### src/logic/capture_compare_defs.svh
// Purpose: Constants for the sixteen channel capture/compare unit
// Assumes: Included by the time base and the capture/compare unit modules, not by the package or interface
// Notes:   Offsets are none; only field values and timing counts
`ifndef CAPTURE_COMPARE_DEFS_SVH
`define CAPTURE_COMPARE_DEFS_SVH
`define CC_CHANNELS       16
`define CC_WIDTH          16
`define CC_STAGGER_CYCLES 3'h7
`define CC_TIMER_RESET    16'h0000
`define CC_RELOAD_RESET   16'h0000
`define CC_REG_RESET      16'h0000
`define CC_SRC_PRESCALE   2'h0
`define CC_SRC_EXT_OVF    2'h1
`define CC_SRC_EXT_COUNT  2'h2
`endif

### src/logic/capture_compare_pkg.sv
// Purpose: Types of the capture/compare unit
// Assumes: Nothing
// Notes:   Mode codes are local choices of this unit
package capture_compare_pkg;
   typedef enum logic [2:0] {
      MODE_CAPTURE = 3'h0,
      MODE_CMP_IRQ = 3'h1,
      MODE_CMP_TGL = 3'h2,
      MODE_CMP_ONCE = 3'h3,
      MODE_CMP_SETRST = 3'h4,
      MODE_CMP_DOUBLE = 3'h5,
      MODE_OFF = 3'h6
   } cc_mode_t;
   typedef enum logic [1:0] {
      EDGE_RISE = 2'h1,
      EDGE_FALL = 2'h2,
      EDGE_BOTH = 2'h3
   } cc_edge_t;
   typedef enum logic [1:0] {
      TB_IDLE = 2'h1,
      TB_RUN  = 2'h2
   } tb_state_t;
endpackage

### src/logic/time_base_if.sv
// Purpose: Carries one time base state to the channel array
// Assumes: Single clock
// Notes:   Overflow is a one-cycle pulse
`timescale 1ns/1ns
interface time_base_if;
   logic [15:0] count;
   logic        ovf;
   logic        tick;
   modport src (output count, output ovf, output tick);
   modport dst (input count, input ovf, input tick);
endinterface

### src/logic/time_base.sv
// Purpose: One reloadable 16-bit time base
// Assumes: Tick sources are synchronous one-cycle pulses
// Notes:   Counts up; reloads on overflow
`timescale 1ns/1ns
`include "capture_compare_defs.svh"
module time_base (
   input  wire logic        i_clock,      // System clock
   input  wire logic        i_rst,        // Async reset, high
   input  wire logic        i_run,        // Timer enable
   input  wire logic [1:0]  i_src,        // Count source select
   input  wire logic [2:0]  i_prescale,   // Divide by 2**n
   input  wire logic        i_ext_ovf,    // External timer overflow pulse
   input  wire logic        i_ext_count,  // External count pulse
   input  wire logic [15:0] i_reload,     // Reload value
   time_base_if.src         tb            // Count state out
);
   logic [7:0]  pre_q;
   logic        pre_tick;
   logic        tick;
   logic [15:0] count_q;
   logic        ovf_q;
   // ****************************************
   // Prescaler and source select
   // ****************************************
   always_ff @(posedge i_clock or posedge i_rst) begin
      if (i_rst) begin
         pre_q <= 8'h00;
      end else begin
         pre_q <= pre_q + 8'h01;
      end
   end
   assign pre_tick = (i_prescale == 3'h0) ? 1'b1
                   : (pre_q & ((8'h01 << i_prescale) - 8'h01)) == 8'h00;
   always_comb begin
      case (i_src)
         `CC_SRC_PRESCALE:  tick = pre_tick;
         `CC_SRC_EXT_OVF:   tick = i_ext_ovf;
         `CC_SRC_EXT_COUNT: tick = i_ext_count;
         default:           tick = 1'b0;
      endcase
   end
   // ****************************************
   // Counter with reload
   // ****************************************
   always_ff @(posedge i_clock or posedge i_rst) begin
      if (i_rst) begin
         count_q <= `CC_TIMER_RESET;
         ovf_q   <= 1'b0;
      end else begin
         ovf_q <= 1'b0;
         if (i_run && tick) begin
            if (count_q == 16'hffff) begin
               count_q <= i_reload;
               ovf_q   <= 1'b1;
            end else begin
               count_q <= count_q + 16'h0001;
            end
         end
      end
   end
   assign tb.count = count_q;
   assign tb.ovf   = ovf_q;
   assign tb.tick  = i_run & tick;
   tick_reload_a: assert property (@(posedge i_clock) disable iff (i_rst)
      (i_run && tick && count_q == 16'hffff) |=> (count_q == $past(i_reload) && ovf_q))
      else $error("Timer did not reload on overflow");
   count_up_a: assert property (@(posedge i_clock) disable iff (i_rst)
      (i_run && tick && count_q != 16'hffff) |=> count_q == $past(count_q) + 16'h0001)
      else $error("Timer did not advance");
   hold_a: assert property (@(posedge i_clock) disable iff (i_rst)
      !(i_run && tick) |=> $stable(count_q))
      else $error("Timer moved without tick");
endmodule

### src/logic/capture_compare_unit.sv
// Overview of operation
// - Sixteen channels, one-cycle resolution, eight cycles when staggered.
// - Two independent 16-bit timers with their own reload registers.
// - Timer clock from prescaled system clock or external timer overflow.
// - External count input can advance a timer.
// - Sixteen registers, each assignable to either timer, capture or compare.
// - Each register owns one pin: capture input or compare output.
// - Capture latches the assigned timer on a qualifying pin event.
// - Each capture raises that register's interrupt request.
// - Capture edge selectable: rising, falling or both.
// - Compare registers match continuously and act per selected mode.
// - Mode 0: interrupt on every match, no pin action.
// - Mode 1: pin toggles on every match.
// - Mode 2: interrupt on match, at most once per period.
// - Mode 3: pin high on match, low on overflow, once per period.
// - Double mode: channel pair toggles one pin on either match.
// - Single event option stops a compare register after one match.
//
// Purpose: Sixteen channel capture/compare unit with two time bases
// Assumes: Pins and external pulses synchronous to i_clock
// Notes:   Double mode pairs channel n with n+8; pin is that of channel n
`timescale 1ns/1ns
`include "capture_compare_defs.svh"
module capture_compare_unit (
   input  wire logic          i_clock,          // System clock
   input  wire logic          i_rst,            // Async reset, high
   input  wire logic          i_stagger,        // Staggered operation
   input  wire logic [1:0]    i_run,            // Timer enables
   input  wire logic [3:0]    i_src,            // Count source, 2 bits per timer
   input  wire logic [5:0]    i_prescale,       // Prescale, 3 bits per timer
   input  wire logic          i_ext_ovf,        // External timer overflow pulse
   input  wire logic          i_ext_count,      // External count pulse
   input  wire logic [15:0]   i_reload0,        // First time base reload
   input  wire logic [15:0]   i_reload1,        // Second time base reload
   input  wire logic [47:0]   i_mode,           // Mode, 3 bits per channel
   input  wire logic [31:0]   i_edge,           // Capture edge, 2 bits per channel
   input  wire logic [15:0]   i_timer_sel,      // Timer select per channel
   input  wire logic [15:0]   i_single,         // Single event option
   input  wire logic [15:0]   i_wr,             // Register write strobes
   input  wire logic [15:0]   i_wdata,          // Register write data
   input  wire logic [15:0]   i_pin,            // Pin input levels
   output logic      [15:0]   o_pin,            // Pin output levels
   output logic      [15:0]   o_pin_oe_n,       // Pin output enable, low drives
   output logic      [255:0]  o_value,          // Channel registers, 16 per channel
   output logic      [15:0]   o_irq,            // Per-channel request pulses
   output logic      [15:0]   o_cnt0,           // First time base count
   output logic      [15:0]   o_cnt1            // Second time base count
);
   time_base_if tb0 ();
   time_base_if tb1 ();
   logic [2:0]  slot_q;
   logic [15:0] pin_prev_q;
   logic [15:0] reg_q [16];
   logic [15:0] fired_q;
   logic [15:0] done_q;
   logic [15:0] pin_q;
   logic [15:0] irq_q;
   logic [15:0] hit_all;
   logic [15:0] pend_q;
   logic [1:0]  fresh_q;
   // ****************************************
   // Time bases
   // ****************************************
   time_base u_tb0 (
      .i_clock     (i_clock),
      .i_rst       (i_rst),
      .i_run       (i_run[0]),
      .i_src       (i_src[1:0]),
      .i_prescale  (i_prescale[2:0]),
      .i_ext_ovf   (i_ext_ovf),
      .i_ext_count (i_ext_count),
      .i_reload    (i_reload0),
      .tb          (tb0)
   );
   time_base u_tb1 (
      .i_clock     (i_clock),
      .i_rst       (i_rst),
      .i_run       (i_run[1]),
      .i_src       (i_src[3:2]),
      .i_prescale  (i_prescale[5:3]),
      .i_ext_ovf   (i_ext_ovf),
      .i_ext_count (i_ext_count),
      .i_reload    (i_reload1),
      .tb          (tb1)
   );
   // ****************************************
   // Stagger slot: channel pair served every eighth cycle
   // ****************************************
   always_ff @(posedge i_clock or posedge i_rst) begin
      if (i_rst) begin
         slot_q <= 3'h0;
      end else begin
         slot_q <= (slot_q == `CC_STAGGER_CYCLES) ? 3'h0 : slot_q + 3'h1;
      end
   end
   // ****************************************
   // Pin history for edge detection
   // ****************************************
   always_ff @(posedge i_clock or posedge i_rst) begin
      if (i_rst) begin
         pin_prev_q <= 16'h0000;
      end else begin
         pin_prev_q <= i_pin;
      end
   end
   // ****************************************
   // New count flags: one match per timer value
   // ****************************************
   always_ff @(posedge i_clock or posedge i_rst) begin
      if (i_rst) begin
         fresh_q <= 2'h0;
      end else begin
         fresh_q <= {tb1.tick, tb0.tick};
      end
   end
   // ****************************************
   // Channel array
   // ****************************************
   for (genvar n = 0; n < `CC_CHANNELS; n++) begin : g_ch
      capture_compare_pkg::cc_mode_t mode;
      capture_compare_pkg::cc_edge_t edge_sel;
      logic [15:0] cnt;
      logic        ovf;
      logic        active;
      logic        rise;
      logic        fall;
      logic        cap;
      logic        cap_raw;
      logic        hit_raw;
      logic        hit;
      logic        cmp_mode;
      assign mode     = capture_compare_pkg::cc_mode_t'(i_mode[3*n +: 3]);
      assign edge_sel = capture_compare_pkg::cc_edge_t'(i_edge[2*n +: 2]);
      assign cnt      = i_timer_sel[n] ? tb1.count : tb0.count;
      assign ovf      = i_timer_sel[n] ? tb1.ovf : tb0.ovf;
      assign active   = !i_stagger || (slot_q == 3'(n % 8));
      assign rise     = i_pin[n] && !pin_prev_q[n];
      assign fall     = !i_pin[n] && pin_prev_q[n];
      assign cmp_mode = (mode != capture_compare_pkg::MODE_CAPTURE) &&
                        (mode != capture_compare_pkg::MODE_OFF);
      assign cap_raw  = (mode == capture_compare_pkg::MODE_CAPTURE) &&
                        ((rise && edge_sel[0]) || (fall && edge_sel[1]));
      assign hit_raw  = cmp_mode && (reg_q[n] == cnt) &&
                        (i_timer_sel[n] ? fresh_q[1] : fresh_q[0]);
      // Event seen outside its stagger slot waits for the slot
      assign cap      = (mode == capture_compare_pkg::MODE_CAPTURE) && active &&
                        !done_q[n] && (cap_raw || pend_q[n]);
      assign hit      = cmp_mode && active && !done_q[n] && (hit_raw || pend_q[n]);
      assign hit_all[n] = hit;
      always_ff @(posedge i_clock or posedge i_rst) begin
         if (i_rst) begin
            reg_q[n] <= `CC_REG_RESET;
         end else if (cap) begin
            reg_q[n] <= cnt;
         end else if (i_wr[n]) begin
            reg_q[n] <= i_wdata;
         end
      end
      always_ff @(posedge i_clock or posedge i_rst) begin
         if (i_rst) begin
            pend_q[n] <= 1'b0;
         end else if (active) begin
            pend_q[n] <= 1'b0;
         end else if (cap_raw || hit_raw) begin
            pend_q[n] <= 1'b1;
         end
      end
      always_ff @(posedge i_clock or posedge i_rst) begin
         if (i_rst) begin
            fired_q[n] <= 1'b0;
            done_q[n]  <= 1'b0;
            irq_q[n]   <= 1'b0;
         end else begin
            irq_q[n] <= cap;
            if (ovf) begin
               fired_q[n] <= 1'b0;
            end
            if (i_wr[n] || !i_single[n]) begin
               done_q[n] <= 1'b0;
            end
            if (hit) begin
               case (mode)
                  capture_compare_pkg::MODE_CMP_IRQ:    irq_q[n] <= 1'b1;
                  capture_compare_pkg::MODE_CMP_ONCE: begin
                     irq_q[n] <= !fired_q[n];
                     fired_q[n] <= 1'b1;
                  end
                  capture_compare_pkg::MODE_CMP_SETRST: begin
                     irq_q[n] <= !fired_q[n];
                     fired_q[n] <= 1'b1;
                  end
                  default: irq_q[n] <= 1'b1;
               endcase
               if (i_single[n]) begin
                  done_q[n] <= 1'b1;
               end
            end
         end
      end
      if (n < 8) begin : g_pin
         logic hit_pair;
         assign hit_pair = (hit_all[n+8] &&
                            i_mode[3*(n+8) +: 3] == 3'(capture_compare_pkg::MODE_CMP_DOUBLE));
         always_ff @(posedge i_clock or posedge i_rst) begin
            if (i_rst) begin
               pin_q[n] <= 1'b0;
            end else if ((hit && (mode == capture_compare_pkg::MODE_CMP_TGL ||
                          mode == capture_compare_pkg::MODE_CMP_DOUBLE)) || hit_pair) begin
               pin_q[n] <= !pin_q[n];
            end else if (hit && mode == capture_compare_pkg::MODE_CMP_SETRST && !fired_q[n]) begin
               pin_q[n] <= 1'b1;
            end else if (ovf && mode == capture_compare_pkg::MODE_CMP_SETRST) begin
               pin_q[n] <= 1'b0;
            end
         end
      end else begin : g_pin
         always_ff @(posedge i_clock or posedge i_rst) begin
            if (i_rst) begin
               pin_q[n] <= 1'b0;
            end else if (hit && mode == capture_compare_pkg::MODE_CMP_TGL) begin
               pin_q[n] <= !pin_q[n];
            end else if (hit && mode == capture_compare_pkg::MODE_CMP_SETRST && !fired_q[n]) begin
               pin_q[n] <= 1'b1;
            end else if (ovf && mode == capture_compare_pkg::MODE_CMP_SETRST) begin
               pin_q[n] <= 1'b0;
            end
         end
      end
      // Pin drives only in pin-acting compare modes
      assign o_pin_oe_n[n] = !(mode == capture_compare_pkg::MODE_CMP_TGL ||
                               mode == capture_compare_pkg::MODE_CMP_SETRST ||
                               mode == capture_compare_pkg::MODE_CMP_DOUBLE);
      assign o_value[16*n +: 16] = reg_q[n];
      capture_irq_a: assert property (@(posedge i_clock) disable iff (i_rst)
         cap |=> irq_q[n] && reg_q[n] == $past(cnt))
         else $error("Capture lost value or request");
      once_irq_a: assert property (@(posedge i_clock) disable iff (i_rst)
         (hit && mode == capture_compare_pkg::MODE_CMP_ONCE && fired_q[n] && !ovf) |=> !irq_q[n])
         else $error("Second request in one period");
      toggle_pin_a: assert property (@(posedge i_clock) disable iff (i_rst)
         (hit && mode == capture_compare_pkg::MODE_CMP_TGL) |=> pin_q[n] != $past(pin_q[n]))
         else $error("Pin did not toggle");
      irq_mode0_a: assert property (@(posedge i_clock) disable iff (i_rst)
         (hit && mode == capture_compare_pkg::MODE_CMP_IRQ) |=> irq_q[n])
         else $error("Match request missing");
      setrst_low_a: assert property (@(posedge i_clock) disable iff (i_rst)
         (ovf && !hit && mode == capture_compare_pkg::MODE_CMP_SETRST) |=> !pin_q[n])
         else $error("Pin not reset on overflow");
      stagger_wait_a: assert property (@(posedge i_clock) disable iff (i_rst)
         (pend_q[n] && active && !done_q[n] && mode == capture_compare_pkg::MODE_CAPTURE)
         |=> irq_q[n])
         else $error("Held capture not served");
      single_stop_a: assert property (@(posedge i_clock) disable iff (i_rst)
         (hit && i_single[n] && !i_wr[n]) ##1 (i_single[n] && !i_wr[n]) |-> !hit)
         else $error("Single event repeated");
   end
   assign o_pin  = pin_q;
   assign o_irq  = irq_q;
   assign o_cnt0 = tb0.count;
   assign o_cnt1 = tb1.count;
endmodule

### config.mk
export PLATFORM = sky130hd
export DESIGN_NAME = capture_compare_unit
export DESIGN_NICKNAME = d
export VERILOG_FILES = /design/src/logic/capture_compare_pkg.sv /design/src/logic/time_base_if.sv /design/src/logic/time_base.sv /design/src/logic/capture_compare_unit.sv
export VERILOG_INCLUDE_DIRS = /design/src /design/src/logic
export SDC_FILE = /design/constraint.sdc
export NUM_CORES = 1
export LEC_CHECK = 0
export BUFFER_PORTS_ARGS = -buffer_cell sky130_fd_sc_hd__buf_2
export CAP_MARGIN = 10
export CORE_UTILIZATION = 45
export CTS_CLUSTER_DIAMETER = 80
export DETAILED_ROUTE_END_ITERATION = 8
export PLACE_DENSITY = 0.66
export SETUP_SLACK_MARGIN = 0.15
export SYNTH_ARGS = -nofsm -noshare
export SYNTH_HDL_FRONTEND = slang
export SYNTH_HIERARCHICAL = 1
export SYNTH_SLANG_ARGS = --single-unit
### constraint.sdc
create_clock -name i_clock -period 32.3 [get_ports i_clock]
set_input_delay 1.615 -clock i_clock [delete_from_list [all_inputs] [get_ports i_clock]]
set_output_delay 1.615 -clock i_clock [all_outputs]
set_load 0.01 [all_outputs]
==> key figures <==
Run status
  • Status: finished, final reports clean

Pwr
  • Power density cells: 54.96 mW/mm^2
  • Leak: 14.77 nW
  • Maximum VDD drop: 0.05532 mV

GRT
  • First-pass GRT wire length: 160000 um
  • Largest net degree at the start of global routing: 98
  • Initial antenna violation count: 6
  • Vias in the first global route: 23130
  • Gr usage total: 35.72%
  • Grt total ovfl: 0

Critical path
  • FF-to-FF setup slack: 28.81 ns
  • CP Data Required Time: 30.68 ns
  • Crit end category: output pin
  • Critical setup path kind: input port to output pin
  • Worst EP arrival: 2.46 ns
  • Maximum fanout along the worst path: 9
  • CP startpoint kind: input port

Timing
  • Worst Max-Slew Pin Slew: 1.197 ns
  • Slew margin rel.: 19.83%
  • FMAX: 0.2456 GHz
  • Hold slack: 0.4574 ns
  • Setup ws final: 28.23 ns
  • Final critical-path required period: 4.071 ns
  • Final setup viols: 0
  • Slew Viols, Final: 0
  • Final number of hold-violating endpoints: 0
  • Final Skew: 0.02558 ns
  • Post-route setup TNS: 0 ns
  • Unrepaired setup endpoints after global routing: false
  • Tcrit/Tclk final: 12.60%

Synthesis
  • Post-Syn Area per Cell: 9.242 um^2
  • Post-synth EDFFs: 0
  • Synth Flop Type: dfrtp_1
  • Cells after Synth: 2952
  • Cell variety after synth: 85
  • Synth Register Bits: 405
  • Syn_nets: 3173
  • Warnings from Yosys: 6
  • Async S/R FF share, synth: 100.0%
  • Sequential area share after synthesis: 37.15%
  • Synth top area share: 37.15%
  • Area contributors post-synth: dfrtp_1 (37%), mux2i_1 (11%), mux2_2 (10%)
  • Dominant cell type by area after synthesis: dfrtp_1
  • Cell Area, Synth: 0.02728 mm^2

Die
  • Die Wd: 248.2 um
  • Starting Density: 45.88%
  • Die area: 0.06162 mm^2
  • Core Box Area: 0.05946 mm^2
  • Die Height: 248.2 um
  • Placement row count: 89
  • I/O pin count: 545

Placement
  • Port Buf Inserts: 544
  • Post-DP Area: 0.03041 mm^2
  • Pre-CTS setup slack: 27.74 ns
  • GP Congestion: 0.8953
  • HPWL after DPL: 74580 um

Clock tree
  • Clk slew on worst S/H paths: 0.05 ns
  • CTS tree: done
  • Hold buffers post-CTS: 0
  • CTS H-tree lvls: 2
  • Clk root buf: clkbuf_16
  • CTS Buf Count: 50
  • Count of cells resized by post-cts repair: 0
  • Post-CTS setup buffers: 0
  • Clk_lat worst skew: 0.61 ns
  • Bufs on Longest Clock Path: 3
  • Sink Count: 405

Worst hold path
  • Min-Delay Path Class: register to register

Final layout
  • Share of post-route cells with drive strength above 1: 28.42%
  • P&R area growth vs syn: 17.73%
  • Post-layout instance area: 0.03212 mm^2
  • Nets: 3604

Flow run
  • Max Cap Viol: 0

Drt
  • DR vias/cell: 6.045
  • Number of detailed-route iterations in the first pass: 6
  • DRC: 0
  • Vias: 25400
  • WL per Instance: 26.95 um
  • Initial DRC count: 2915
  • Final ANT Viol Nets: 0
  • DRT Wirelength: 113200 um
sequential cells by signal (all words and copies together), names as in the netlist:
| signal | flops |
|---|---|
| u_tb0/pre_q | 7 |
| done_q | 16 |
| u_tb1/tb.ovf | 1 |
| u_tb1/tb.count | 16 |
| fresh_q | 2 |
| o_value | 256 |
| slot_q | 3 |
| pend_q | 16 |
| u_tb0/tb.ovf | 1 |
| o_pin | 16 |
| fired_q | 16 |
| o_irq | 16 |
| pin_prev_q | 16 |
| u_tb0/tb.count | 16 |
| u_tb1/pre_q | 7 |
cell families after synthesis:
| kind of cell | after synthesis | synth area share, % |
|---|---|---|
| buffers and inverters | 266 | 4.191 |
| AOI/OAI and AO/OA | 616 | 13.24 |
| and+or+nand+nor | 834 | 14.79 |
| adders and majority gates | 13 | 0.5916 |
| DFF | 405 | 37.15 |
| muxes | 553 | 21.53 |
| xor gates and xnor gates | 265 | 8.507 |
layout make-up:
type	count	area [um^2]
Inverter	57	221.5
Sequential cell	405	10160
Clock inverter	16	186.4
Tap cell	773	967.2
Clock buffer	77	1516
Fill cell	5527	27340
Timing Repair Buffer	588	3053
Antenna cell	4	10.01
Multi-Input combinational cell	2281	16010
power by group:
part | leakage (nW) | internal [W] | switching [W]
registers | 4.91 | 0.000557 | 0.000108
logic | 9.02 | 0.000208 | 0.000300
clock network | 0.841 | 0.000354 | 0.000238
critical path, cell delays in order:
cell     delay (ns)
buf_2          0.15
nor2b_1        0.19
a21oi_1        0.29
buf_2          0.20
metal layers:
metal / GRT usage, % / part of all wire [%] / vias up
met5: 0 / 0.011 / -
met4: 13.72 / 4.5 / 2
met3: 9.535 / 12 / 271
met2: 53.42 / 43 / 1512
met1: 49.10 / 40 / 12290
li1: - / - / 11320
per-stage QoR:
stage | power [W] | util, % | instances
after floorplan | 0.0009412 | - | 2952
after global placement | 0.001161 | 51.14 | 4104
after detailed placement | 0.001165 | 51.14 | 4104
after CTS | 0.001756 | 54.00 | 4197
after global routing | 0.001826 | 54.01 | 4198
final | 0.001765 | 54.02 | 4201
Yosys cell counts (56+ instances only):
master and count:
nor2b_1 56, clkbuf_1 162, dfrtp_1 405, mux2i_1 289, nand2_1 365, xnor2_1 206
a21oi_1 76, xor2_1 59, nor3_1 60, nor2_1 110, mux2_2 254, o21ai_0 348
cell usage in the layout (no fill, tap or decap), drive strengths merged, types with 5 or more instances in the layout:
cell and count:
and3 23, nor3 61, o21bai 8, xnor2 206
o31ai 5, a21boi 15, dfrtp 405, nor2 110
a31oi 19, xor2 59, o211ai 17, o21ai 357
nand4 24, inv 57, nand2 365, a22o 10
a22oi 6, a41oi 11, a21oi 76, o21a 20
clkbuf 77, o22ai 13, a21o 13, nor3b 11
nand3 53, and2 15, mux2i 291, nand2b 26
clkinv 11, nor4 44, a211oi 12, buf 588
or2 6, or3 9, nand3b 20, mux2 262
ha 12, nor2b 56
worst paths after layout:
kind	start	endpoint	cells past startpoint
worst max-delay path	i_mode[38]	o_pin_oe_n[12]	4
worst min-delay path	u_tb1/pre_q[0]$_DFF_PP0_	u_tb1/pre_q[0]$_DFF_PP0_	1
worst max register to register	u_tb1/tb.count[8]$_DFFE_PP0P_	o_pin[5]$_DFFE_PP0P_	8
worst min register to register	u_tb1/pre_q[0]$_DFF_PP0_	u_tb1/pre_q[0]$_DFF_PP0_	1
max in group asynchronous	i_rst	o_value[31]$_DFFE_PP0P_	3
min in group asynchronous	i_rst	o_value[204]$_DFFE_PP0P_	2
Power figures use the tool's default switching activity.
